`src/verilog/ctrl_method_pkg.sv`:
```
// Package with constants, encodings and carrier types of the control method selector
package ctrl_method_pkg;

  // ****************************************
  // Register map (word aligned byte addresses)
  // ****************************************
  localparam logic [3:0] ADDR_CAPACITY   = 4'h0;
  localparam logic [3:0] ADDR_POLES      = 4'h4;
  localparam logic [3:0] ADDR_METHOD     = 4'h8;
  localparam logic [3:0] ADDR_TERM_BASE  = 4'hC;
  localparam logic [3:0] ADDR_TERM_INDEX = 4'h0;

  // ****************************************
  // Setting encodings
  // ****************************************
  localparam logic [15:0] SETTING_VF      = 16'h270F;
  localparam logic [15:0] CAPACITY_MIN    = 16'h0001;
  localparam logic [15:0] CAPACITY_MAX    = 16'h0096;
  localparam logic [15:0] METHOD_ADVANCED = 16'h0014;
  localparam logic [15:0] METHOD_GENERAL  = 16'h001E;
  localparam logic [7:0]  FUNC_VF_SWITCH  = 8'h12;
  localparam logic [7:0]  TERM_FIRST      = 8'hB2;
  localparam int          TERM_COUNT      = 7;

  // ****************************************
  // Reset values
  // ****************************************
  localparam logic [15:0] CAPACITY_RESET  = 16'h270F;
  localparam logic [15:0] POLES_RESET     = 16'h270F;
  localparam logic [15:0] METHOD_RESET    = 16'h0014;
  localparam logic [7:0]  TERM_FUNC_RESET = 8'h00;

  // Control methods
  typedef enum logic [1:0] {
    METHOD_VF,
    METHOD_ADV_FLUX,
    METHOD_GEN_FLUX
  } method_type;

  // Settings carrier
  typedef struct packed {
    logic [15:0] capacity;
    logic [15:0] poles;
    logic [15:0] method;
  } settings_type;

  // Status carrier
  typedef struct packed {
    method_type method;
    logic       second_active;
    logic       switch_mapped;
  } status_type;

endpackage : ctrl_method_pkg

```
`src/verilog/method_decode.sv`:
```
// Combinational decode of settings into the configured control method
`timescale 1ns/1ps
module method_decode (
  input  ctrl_method_pkg::settings_type settings,
  output ctrl_method_pkg::method_type   method
);

  // *******************
  // Method table
  // *******************
  // Either motor setting reserved forces the constant ratio mode
  always_comb begin
    if (settings.capacity == ctrl_method_pkg::SETTING_VF ||
        settings.poles == ctrl_method_pkg::SETTING_VF) begin
      method = ctrl_method_pkg::METHOD_VF;
    end else if (settings.method == ctrl_method_pkg::METHOD_GENERAL) begin
      method = ctrl_method_pkg::METHOD_GEN_FLUX;
    end else begin
      method = ctrl_method_pkg::METHOD_ADV_FLUX;
    end
  end

endmodule : method_decode

```
`src/verilog/setting_check.sv`:
```
// Range check of written setting values
`timescale 1ns/1ps
module setting_check (
  input  wire logic [3:0]  addr,
  input  wire logic [15:0] value,
  output logic             accept
);

  // *******************
  // Legal values
  // *******************
  // Capacity in 0.1 kW steps, poles even 2..10, code 20 or 30
  always_comb begin
    case (addr)
      ctrl_method_pkg::ADDR_CAPACITY: begin
        accept = value == ctrl_method_pkg::SETTING_VF ||
                 (value >= ctrl_method_pkg::CAPACITY_MIN &&
                  value <= ctrl_method_pkg::CAPACITY_MAX);
      end
      ctrl_method_pkg::ADDR_POLES: begin
        accept = value == ctrl_method_pkg::SETTING_VF ||
                 (value >= 16'h0002 && value <= 16'h000A && !value[0]);
      end
      ctrl_method_pkg::ADDR_METHOD: begin
        accept = value == ctrl_method_pkg::METHOD_ADVANCED ||
                 value == ctrl_method_pkg::METHOD_GENERAL;
      end
      default: begin
        accept = 1'b1;
      end
    endcase
  end

endmodule : setting_check

```
`src/verilog/method_selector.sv`:
```
// Control method selector with Avalon-MM settings registers
//
// Design decisions made here: the placing of the registers and the Avalon-MM interface to the registers.
`timescale 1ns/1ps

// How it works
// - After reset all settings hold initial values, giving constant ratio mode
// - Capacity takes 0.1 to 15 kW in tenths, or 9999 for ratio mode
// - Pole count takes 2, 4, 6, 8, 10, or 9999 for ratio mode
// - Both motor settings valid: code 20 advanced flux, code 30 general flux
// - Any motor setting at 9999 forces ratio mode whatever the code
// - Switchover input replaces a flux method by ratio mode
// - Switchover works only if a terminal function setting holds code 18
// - Switchover into ratio mode also activates second function set
// - While running the method is frozen; switchover only selects second set
// - Second function select input validates the whole second parameter set
module method_selector #(
  parameter int TERMS = ctrl_method_pkg::TERM_COUNT
) (
  input  wire logic                    clk_sys,
  input  wire logic                    rst,
  input  wire logic [3:0]              address,
  input  wire logic                    read,
  input  wire logic                    write,
  input  wire logic [31:0]             writedata,
  output logic      [31:0]             readdata,
  output logic                         waitrequest,
  input  wire logic [TERMS-1:0]        terminal_in,
  input  wire logic                    second_function_select,
  input  wire logic                    running,
  output ctrl_method_pkg::method_type  active_method,
  output logic                         second_function_active,
  output logic                         write_rejected
);

  // ****************************************
  // Settings registers
  // ****************************************
  ctrl_method_pkg::settings_type settings_r;
  ctrl_method_pkg::settings_type settings_nxt;
  logic [7:0]                    term_func_r   [TERMS];
  logic [7:0]                    term_func_nxt [TERMS];
  logic                          reject_r;
  logic                          reject_nxt;
  logic                          accept;
  logic [3:0]                    term_index;
  logic                          term_hit;

  // Terminal 0 register follows the three settings in one word; the 4-bit address leaves no word for the other terminals
  always_comb begin
    term_index = address - ctrl_method_pkg::ADDR_TERM_BASE;
    term_hit   = address >= ctrl_method_pkg::ADDR_TERM_BASE && term_index[1:0] == 2'b00 &&
                 32'(term_index[3:2]) < TERMS;
  end

  setting_check check_inst (
    .addr   (address),
    .value  (writedata[15:0]),
    .accept (accept)
  );

  // Write path: out-of-range values are dropped and flagged
  always_comb begin
    settings_nxt = settings_r;
    reject_nxt   = reject_r;
    for (int i = 0; i < TERMS; i++) begin
      term_func_nxt[i] = term_func_r[i];
    end
    if (write) begin
      reject_nxt = !accept;
      case (address)
        ctrl_method_pkg::ADDR_CAPACITY: begin
          if (accept) settings_nxt.capacity = writedata[15:0];
        end
        ctrl_method_pkg::ADDR_POLES: begin
          if (accept) settings_nxt.poles = writedata[15:0];
        end
        ctrl_method_pkg::ADDR_METHOD: begin
          if (accept) settings_nxt.method = writedata[15:0];
        end
        default: begin
          if (term_hit) begin
            term_func_nxt[term_index[3:2]] = writedata[7:0];
          end
        end
      endcase
    end
  end

  // Initial values restore ratio mode
  always_ff @(posedge clk_sys) begin
    if (rst) begin
      settings_r.capacity <= ctrl_method_pkg::CAPACITY_RESET;
      settings_r.poles    <= ctrl_method_pkg::POLES_RESET;
      settings_r.method   <= ctrl_method_pkg::METHOD_RESET;
      reject_r            <= 1'b0;
      for (int i = 0; i < TERMS; i++) begin
        term_func_r[i] <= ctrl_method_pkg::TERM_FUNC_RESET;
      end
    end else begin
      settings_r <= settings_nxt;
      reject_r   <= reject_nxt;
      for (int i = 0; i < TERMS; i++) begin
        term_func_r[i] <= term_func_nxt[i];
      end
    end
  end

  // ****************************************
  // Method selection
  // ****************************************
  ctrl_method_pkg::method_type configured;
  ctrl_method_pkg::method_type method_r;
  ctrl_method_pkg::method_type method_nxt;
  logic                        second_r;
  logic                        second_nxt;
  logic                        switch_req;
  logic                        switch_mapped;

  method_decode decode_inst (
    .settings (settings_r),
    .method   (configured)
  );

  // Switchover is seen only on terminals assigned its function code
  always_comb begin
    switch_req    = 1'b0;
    switch_mapped = 1'b0;
    for (int i = 0; i < TERMS; i++) begin
      if (term_func_r[i] == ctrl_method_pkg::FUNC_VF_SWITCH) begin
        switch_mapped = 1'b1;
        switch_req    = switch_req | terminal_in[i];
      end
    end
  end

  // Method is frozen while running so the drive never jumps modes mid-output
  always_comb begin
    method_nxt = method_r;
    if (!running) begin
      if (switch_req) begin
        method_nxt = ctrl_method_pkg::METHOD_VF;
      end else begin
        method_nxt = configured;
      end
    end
    second_nxt = second_function_select | switch_req;
  end

  always_ff @(posedge clk_sys) begin
    if (rst) begin
      method_r <= ctrl_method_pkg::METHOD_VF;
      second_r <= 1'b0;
    end else begin
      method_r <= method_nxt;
      second_r <= second_nxt;
    end
  end

  // ****************************************
  // Bus answer
  // ****************************************
  ctrl_method_pkg::status_type status;
  logic [31:0]                 read_nxt;
  logic [31:0]                 readdata_r;
  logic                        ack_r;

  // Status word shares the method register address from bit 16 up
  always_comb begin
    status.method        = method_r;
    status.second_active = second_r;
    status.switch_mapped = switch_mapped;
    read_nxt             = 32'h0000_0000;
    case (address)
      ctrl_method_pkg::ADDR_CAPACITY: read_nxt = {16'h0000, settings_r.capacity};
      ctrl_method_pkg::ADDR_POLES:    read_nxt = {16'h0000, settings_r.poles};
      ctrl_method_pkg::ADDR_METHOD:   read_nxt = {12'h000, status, settings_r.method};
      default: begin
        if (term_hit) read_nxt = {24'h00_0000, term_func_r[term_index[3:2]]};
      end
    endcase
  end

  // One wait cycle per access gives registered read data
  always_ff @(posedge clk_sys) begin
    if (rst) begin
      ack_r      <= 1'b0;
      readdata_r <= 32'h0000_0000;
    end else begin
      ack_r      <= (read | write) & !ack_r;
      readdata_r <= read_nxt;
    end
  end

  assign waitrequest            = (read | write) & !ack_r;
  assign readdata               = readdata_r;
  assign active_method          = method_r;
  assign second_function_active = second_r;
  assign write_rejected         = reject_r;

endmodule : method_selector

```
`config.mk`:
```
export PLATFORM = sky130hd
export DESIGN_NAME = method_selector
export DESIGN_NICKNAME = d
export VERILOG_FILES = /design/src/verilog/ctrl_method_pkg.sv /design/src/verilog/method_decode.sv /design/src/verilog/setting_check.sv /design/src/verilog/method_selector.sv
export SDC_FILE = /design/constraint.sdc
export NUM_CORES = 1
export LEC_CHECK = 0
export BUFFER_PORTS_ARGS = -buffer_cell sky130_fd_sc_hd__buf_4
export CAP_MARGIN = 20
export CORE_ASPECT_RATIO = 1.1
export CORE_MARGIN = 8
export CORE_UTILIZATION = 29
export CTS_CLUSTER_DIAMETER = 100
export CTS_CLUSTER_SIZE = 8
export DETAILED_ROUTE_END_ITERATION = 8
export HOLD_SLACK_MARGIN = 0.12
export PLACE_DENSITY_LB_ADDON = 0.1
export SYNTH_ARGS = -nofsm -noshare
export SYNTH_HDL_FRONTEND = slang
export SYNTH_HIERARCHICAL = 1
export SYNTH_SLANG_ARGS = --single-unit
```
`constraint.sdc`:
```
create_clock -name clk_sys -period 2.6 [get_ports clk_sys]
set_input_delay 0.52 -clock clk_sys [delete_from_list [all_inputs] [get_ports clk_sys]]
set_output_delay 0.52 -clock clk_sys [all_outputs]
set_load 0.03 [all_outputs]
```
==> flow_summary.json, run 1 <==
{
  "outcome": "completed",
  "ant_nets": 0,
  "ctsHoldBuffers": 0,
  "place_congestion": 0.809,
  "dr.pass1.iters": 4,
  "cts_tree": "built",
  "fmaxAchievable_mhz": 428,
  "cts_max_path_buffers": 2,
  "drive_above_1_share_pct": 21.4,
  "critical_path_class": "input port to flip-flop",
  "io_pins": 86,
  "start_util_pct": 29.3,
  "skew_ps": 6.52,
  "hold_viol_final": 0,
  "m1WireLength_um": 6250,
  "fin_crit_ps": 2340,
  "synth_top_family_by_area": "simple AND/OR/NAND/NOR gates",
  "overflow": 0,
  "grt_pass1_vias": 3760,
  "wl_per_cell_um": 18.2,
  "yosysUniqueCellTypes": 47,
  "coreArea_mm2": 0.0156,
  "syn_to_final_growth_pct": 21.5,
  "hold_slack_ps": 398,
  "synth_top_cell_by_area": "dfxtp_1",
  "drtIter0Drc": 239,
  "io_buffers": 54,
  "drc": 0,
  "yosys_warnings": 6,
  "post-route-period-util_pct": 90.0,
  "ys_ff_latch": 105,
  "clock_latency_ps": 360,
  "synth_xor_area_share_pct": 0,
  "yosys.area_share.simple_pct": 30.2,
  "via_per_inst": 4.91,
  "met3WireLength_um": 594,
  "grt.total_usage_pct": 14.1,
  "wl_met2_um": 7000,
  "synth_area_leaders": "dfxtp_1 46%, nand2_1 10%, a21oi_1 5.9%, mux4_2 4.0%, nor2b_1 3.3%",
  "tns_ps": 0,
  "cts_buffers": 9,
  "setup_viol": 0,
  "end_kind": "flip-flop",
  "avgSynthCellArea_um2": 8.97,
  "netlist_instances": 508,
  "slew_headroom_pct": 58.4,
  "cellPowerDensity_mw_per_mm2": 589,
  "cts_setup_buffers": 0,
  "synth_area_mm2": 0.00456,
  "clkTransAtPathRegs_ps": 70,
  "async_reset_ff_share_pct": 0,
  "fp.dieH_um": 147,
  "antenna_found_initial": 0,
  "synth_edf_count": 0,
  "cts_resized": 0,
  "final_nets": 622,
  "grt_setup_unrepaired": "no",
  "synthAdderAreaFrac_pct": 1.10,
  "synth_top_area_share_pct": 46.1,
  "synth-main-ff-cell": "dfxtp_1",
  "leakagePower_nw": 2.12,
  "dieArea_mm2": 0.0200,
  "cp.arrival_ps": 2620,
  "n_antenna_cell": 0,
  "critPathLaunchType": "input port",
  "vdd_drop_max_mv": 0.269,
  "grt_first_pass_wirelength_um": 21500,
  "num_vias": 3801,
  "cap_violations": 0,
  "clock-sinks": 105,
  "yosysMostFrequentCell": "nand2_1",
  "h-tree-depth": 3,
  "tightest_slew_ps": 623,
  "synthMuxAreaShare_pct": 3.95,
  "dieWidth_um": 136,
  "clock-root-buffer": "clkbuf_16",
  "synth_compound_area_share_pct": 12.2,
  "grt_start_max_net_pins": 43,
  "slew_viol_final": 0,
  "drt-total-wl_um": 14100,
  "synth_common_cells": "124 x nand2_1, 105 x dfxtp_1, 54 x a21oi_1, 24 x nor2b_1, 18 x nand3b_1",
  "worstPathMaxFanout": 16,
  "seq_area_frac_synth_pct": 46.1,
  "rows": 48,
  "routed.top_layer": "met4",
  "hold_class": "input port to flip-flop",
  "crit_required_ps": 2880,
  "dp_hpwl_um": 10300
}
==> worst paths after layout <==
| kind | start | cells after the start | slack, ps | endpoint |
|---|---|---|---|---|
| worst min-delay path | second_function_select | 2 | 400 | second_function_active |
| worst max register to register | settings_r[21] | 5 | 1020 | active_method[0] |
| worst max-delay path | writedata[11] | 10 | 260 | settings_r[7] |
| worst min register to register | ack_r | 1 | 420 | ack_r |
==> flip-flops by register name (all words and copies together) (netlist names) <==
| name | cells |
|---|---|
| readdata | 20 |
| second_function_active | 1 |
| ack_r | 1 |
| term_func_r | 32 |
| write_rejected | 1 |
| active_method | 2 |
| settings_r | 48 |
==> logic make-up (layout without fill, tap and decap cells) <==
family	count (synthesis)	in the layout
other	1	12
buffers and inverters	52	107
and+or+nand+nor	248	248
AOI/OAI and AO/OA	90	90
muxes	8	8
adders and majority gates	4	4
DFF	105	105
==> critical path, cell delays in order <==
cell and delay [ps]:
buf_4 110, or3_1 450, nor4_1 390, o2111ai_1 210, a31oi_1 210, buf_4 180
and3_1 210, buf_12 150, nand2_1 70, a21oi_1 130
==> power breakdown <==
part | switching [mW] | internal, mW | total (mW)
Clock | 0.658 | 0.664 | 1.32
Combinational | 0.185 | 0.114 | 0.300
Sequential | 0.0125 | 1.62 | 1.64
==> metal layers <==
metal / global-route usage [%] / vias up
met2: 23.5 / 75
met3: 2.85 / 13
met1: 17.5 / 1838
li1: - / 1875
met5: 0 / -
met4: 5.34 / 0
==> placed cells by master, fill, tap and decap left out, types with 5 or more instances in the layout <==
master,n
nand2_1,124
dfxtp_1,105
buf_4,78
a21oi_1,54
nor2b_1,24
nand3b_1,18
nand3_1,15
nor4b_1,12
conb_1,12
inv_1,9
and3_1,9
clkbuf_16,9
o22ai_1,8
a22oi_1,8
mux4_2,8
nor2_1,7
a22o_1,6
nor3_1,5
==> metrics by stage <==
stage / setup WS [ps] / std cells / instance area [µm²] / utilization (%) / total power, mW
finish: 261 / 774 / 5530 / 35.6 / 3.26
CTS: 264 / 774 / 5530 / 35.6 / 3.30
detailed placement: -105 / 758 / 5260 / 33.8 / 1.98
global route: 139 / 774 / 5530 / 35.6 / 3.39
floorplan: 152 / 519 / 4600 / - / 1.85
global placement: -29.6 / 758 / 5260 / 33.8 / 1.97
==> area by class of cell <==
class	instances	area, µm²
fillers	1629	10000
multi-input cells	362	2210
flip-flops and latches	105	2100
repair buffers	82	666
well taps	200	250
clock buffers	10	229
clock inverters	6	47.5
inverters	9	33.8
(Power assumes the default switching activity.)
==> run 2: changes to the inputs <==
--- a/config.mk
+++ b/config.mk
@@ -7,7 +7,7 @@
 export LEC_CHECK = 0
 export BUFFER_PORTS_ARGS = -buffer_cell sky130_fd_sc_hd__buf_4
 export CAP_MARGIN = 20
-export CORE_ASPECT_RATIO = 1.1
+export CORE_ASPECT_RATIO = 1.5
 export CORE_MARGIN = 8
 export CORE_UTILIZATION = 29
 export CTS_CLUSTER_DIAMETER = 100
==> flow_summary.json, run 2 (synthesis results as in run 1) <==
{
  "outcome": "completed",
  "overflow": 0,
  "wl_per_cell_um": 18.6,
  "cts_setup_buffers": 0,
  "critPathLaunchType": "input port",
  "dieArea_mm2": 0.0201,
  "ant_nets": 0,
  "critPathBufInv": 3,
  "setup_viol": 0,
  "rows": 56,
  "grt_start_max_net_pins": 37,
  "io_buffers": 54,
  "dpl-instance-area_mm2": 0.00532,
  "drive_above_1_share_pct": 22.2,
  "tightest_slew_ps": 719,
  "cts_buffers": 9,
  "coreArea_mm2": 0.0155,
  "critical_path_class": "input port to flip-flop",
  "syn_to_final_growth_pct": 23.1,
  "cts_resized": 0,
  "n_antenna_cell": 0,
  "post-route-period-util_pct": 91.8,
  "io_pins": 86,
  "leakagePower_nw": 2.16,
  "antenna_found_initial": 0,
  "ctsHoldBuffers": 0,
  "tns_ps": 0,
  "crit_required_ps": 2880,
  "hold_viol_final": 0,
  "fillers": 1602,
  "cp.arrival_ps": 2660,
  "slowest_stage": "or3_1",
  "clkTransAtPathRegs_ps": 70,
  "crit_top_cell": "buf_4",
  "grt_first_pass_wirelength_um": 22400,
  "dr.pass1.iters": 4,
  "fmaxAchievable_mhz": 419,
  "power.total_mw": 3.27,
  "vdd_drop_max_mv": 0.274,
  "final_nets": 628,
  "start_util_pct": 29.4,
  "fin_crit_ps": 2390,
  "dp_hpwl_um": 10900,
  "worstPathMaxFanout": 6,
  "design_area_mm2": 0.00561,
  "place_congestion": 0.811,
  "largest_reg_flops": 48,
  "slew_viol_final": 0,
  "num_vias": 3850,
  "h-tree-depth": 3,
  "slew_headroom_pct": 51.4,
  "grt_pass1_vias": 3858,
  "dp_cells": 767,
  "path_cells": "buf_4 > or3_1 > nor4_1 > o2111ai_1 > a31oi_1 > buf_4 > and3_1 > buf_4 > nand2_1 > a21oi_1",
  "cap_violations": 0,
  "clock-sinks": 105,
  "skew_ps": 7.00,
  "dp_slack_ps": -135,
  "postLayoutSetupSlackWorst_ps": 213,
  "cpLargestDelayFamily": "simple AND/OR/NAND/NOR gates",
  "mostFrequentLayoutCell": "nand2_1",
  "grt.total_usage_pct": 14.5,
  "fp.dieH_um": 170,
  "via_per_inst": 4.92,
  "cts_tree": "built",
  "clock-root-buffer": "clkbuf_16",
  "cellPowerDensity_mw_per_mm2": 583,
  "grt_setup_unrepaired": "no",
  "top_register": "settings_r",
  "cts_max_path_buffers": 2,
  "end_kind": "flip-flop",
  "layout.cells.non_filler": 783,
  "drtIter0Drc": 224,
  "final_cell_mix": "124 x nand2_1, 105 x dfxtp_1, 83 x buf_4",
  "dieWidth_um": 118,
  "hold_class": "input port to flip-flop",
  "drc": 0,
  "cp_slowest_stage_delay_ps": 430,
  "drt-total-wl_um": 14600,
  "clock_latency_ps": 350
}
## run 2: cell types whose count changed in the layout (fill, tap and decap cells not counted), sizes merged
cell	change
inv	-1
clkinvlp	-1
clkinv	+1
clkbuf	+1
buf	+6
## run 2: layout make-up
cell class / count / area [µm²] / area share (%)
clock buffers: 11 / 243 / 4.33
inverters: 9 / 33.8 / 0.602
clock inverters: 5 / 46.3 / 0.826
multi-input cells: 362 / 2210 / 39.3
flip-flops and latches: 105 / 2100 / 37.5
repair buffers: 88 / 723 / 12.9
well taps: 203 / 254 / 4.53
## run 2: metal layers
layer	global-route usage, %	share of wire (%)	wire (µm)
met3	2.43	3.8	554
met2	27.4	55	8020
met5	0	0	0
met4	6.71	2.0	284
met1	15.4	39	5700
## run 2: worst paths after layout
kind,from,endpoint,slack (ps),cells past startpoint
max,writedata[11],settings_r[36],210,10
min,second_function_select,second_function_active,400,2
max reg2reg,settings_r[12],active_method[1],960,5
min reg2reg,ack_r,ack_r,420,1
## run 2: report_power, final
part / total [mW] / switching (mW) / internal, mW
clock: 1.33 / 0.633 / 0.694
combinational: 0.307 / 0.186 / 0.121
sequential: 1.64 / 0.0120 / 1.62
## run 2: per-stage QoR
step                utilization [%]  hold WS, ps
detailed placement             34.3          408
global placement               34.3          406
floorplan                         -          398
CTS                            36.2          385
finish                         36.2          397
global route                   36.2          388
==> run 3: changes to the inputs <==
--- a/config.mk
+++ b/config.mk
@@ -7,7 +7,7 @@
 export LEC_CHECK = 0
 export BUFFER_PORTS_ARGS = -buffer_cell sky130_fd_sc_hd__buf_4
 export CAP_MARGIN = 20
-export CORE_ASPECT_RATIO = 1.5
+export CORE_ASPECT_RATIO = 0.7
 export CORE_MARGIN = 8
 export CORE_UTILIZATION = 29
 export CTS_CLUSTER_DIAMETER = 100
==> flow_summary.json, run 3 (synthesis results as in run 1) <==
{
  "outcome": "completed",
  "vdd_drop_max_mv": 0.249,
  "post-route-period-util_pct": 86.9,
  "clkTransAtPathRegs_ps": 70,
  "dp_cells": 759,
  "drc": 0,
  "cp.arrival_ps": 2540,
  "setup_viol": 0,
  "grt_first_pass_wirelength_um": 22600,
  "clkPwrFrac_pct": 40.4,
  "fp.dieH_um": 121,
  "slew_headroom_pct": 49.3,
  "cp_slowest_stage_delay_ps": 450,
  "grt_setup_unrepaired": "no",
  "final_cell_mix": "124 x nand2_1, 105 x dfxtp_1, 80 x buf_4",
  "tightest_slew_ps": 750,
  "num_vias": 3807,
  "place_congestion": 0.807,
  "p_sw_mw": 0.859,
  "dr.pass1.iters": 4,
  "fin_crit_ps": 2260,
  "leakagePower_nw": 2.12,
  "switching_share_pct": 26.4,
  "antenna_found_initial": 0,
  "end_kind": "flip-flop",
  "critical_path_class": "input port to flip-flop",
  "fmaxAchievable_mhz": 442,
  "crit_required_ps": 2880,
  "cellPowerDensity_mw_per_mm2": 589,
  "fillers": 1569,
  "min_path_cells": 2,
  "hold_class": "input port to flip-flop",
  "clock-sinks": 105,
  "h-tree-depth": 3,
  "overflow": 0,
  "slew_viol_final": 0,
  "power_frac_seq_pct": 50.3,
  "clock_latency_ps": 360,
  "worstPathMaxFanout": 16,
  "n_antenna_cell": 0,
  "cts_max_path_buffers": 2,
  "wl_per_cell_um": 18.6,
  "grt_pass1_vias": 3751,
  "final_nets": 623,
  "mostFrequentLayoutCell": "nand2_1",
  "grt.total_usage_pct": 14.7,
  "critPathLaunchType": "input port",
  "rows": 38,
  "grt_start_max_net_pins": 48,
  "cap_violations": 0,
  "slowest_stage": "or3_1",
  "syn_to_final_growth_pct": 21.4,
  "start_util_pct": 29.5,
  "design_area_mm2": 0.00553,
  "internal-power_mw": 2.40,
  "top_register": "settings_r",
  "ant_nets": 0,
  "cts_buffers": 9,
  "cts_tree": "built",
  "coreArea_mm2": 0.0155,
  "skew_ps": 5.84,
  "path_cells": "buf_4 > or3_1 > buf_4 > nor4_2 > a21oi_1 > a31oi_1 > buf_4 > and3_1 > buf_12 > nand2_1 > a21oi_1",
  "ctsHoldBuffers": 0,
  "via_per_inst": 4.91,
  "cts_resized": 0,
  "dieWidth_um": 166,
  "drive_above_1_share_pct": 21.7,
  "clock-root-buffer": "clkbuf_16",
  "largest_reg_flops": 48,
  "reg2reg_depth": 4,
  "drt-total-wl_um": 14400,
  "hold_viol_final": 0,
  "layout.cells.non_filler": 775,
  "dieArea_mm2": 0.0200,
  "cts_setup_buffers": 0,
  "dpl-instance-area_mm2": 0.00525,
  "pwr-share-comb_pct": 9.3,
  "io_pins": 86,
  "drtIter0Drc": 319,
  "crit_top_cell": "buf_4",
  "dp_hpwl_um": 10900,
  "io_buffers": 54
}
-- run 3: metal layers --
metal | wire [µm] | share of wire (%) | GRT usage [%]
met5 | 0 | 0 | 0
met4 | 78 | 0.54 | 4.58
met3 | 1110 | 7.7 | 3.90
met2 | 5560 | 38 | 18.5
met1 | 7690 | 53 | 23.0
-- run 3: through the flow --
stage / hold WS [ps] / util (%) / setup TNS [ps] / power (mW) / setup slack (ps)
2_1_floorplan: 398 / - / 0 / 1.85 / 152
3_5_place_dp: 412 / 34.0 / -26.1 / 1.98 / -15.2
3_3_place_gp: 409 / 34.0 / 0 / 1.98 / 25.0
6_report: 390 / 35.8 / 0 / 3.26 / 339
5_1_grt: 375 / 35.8 / 0 / 3.38 / 231
4_1_cts: 369 / 35.8 / 0 / 3.29 / 360
-- run 3: final cells by class --
class / count / area (µm²) / share of cell area, %
Tap cell: 200 / 250 / 4.52
Timing Repair Buffer: 83 / 661 / 11.9
Inverter: 9 / 33.8 / 0.611
Clock inverter: 7 / 52.6 / 0.950
Clock buffer: 9 / 225 / 4.07
Multi-Input combinational cell: 362 / 2210 / 39.9
Sequential cell: 105 / 2100 / 38.0
-- run 3: final timing paths --
check / endpoint / start / slack [ps]
worst max-delay path: settings_r[3] / writedata[11] / 340
worst min-delay path: second_function_active / second_function_select / 390
worst max register to register: active_method[0] / term_func_r[2][2] / 950
worst min register to register: ack_r / ack_r / 420
-- run 3: critical path, delay by kind of cell --
| family | cells | cell delay (ps) |
|---|---|---|
| buffers and inverters | 4 | 630 |
| AO/OA/AOI/OAI | 3 | 410 |
| AND/OR/NAND/NOR | 4 | 960 |
-- run 3: power by group through the flow --
stage                     Combinational, mW  Sequential [mW]  Clock (mW)
after floorplan                       0.171             1.68           0
after global placement                0.303             1.67           0
after detailed placement              0.305             1.67           0
after CTS                             0.305             1.64        1.35
after global routing                  0.330             1.64        1.41
final                                 0.304             1.64        1.32
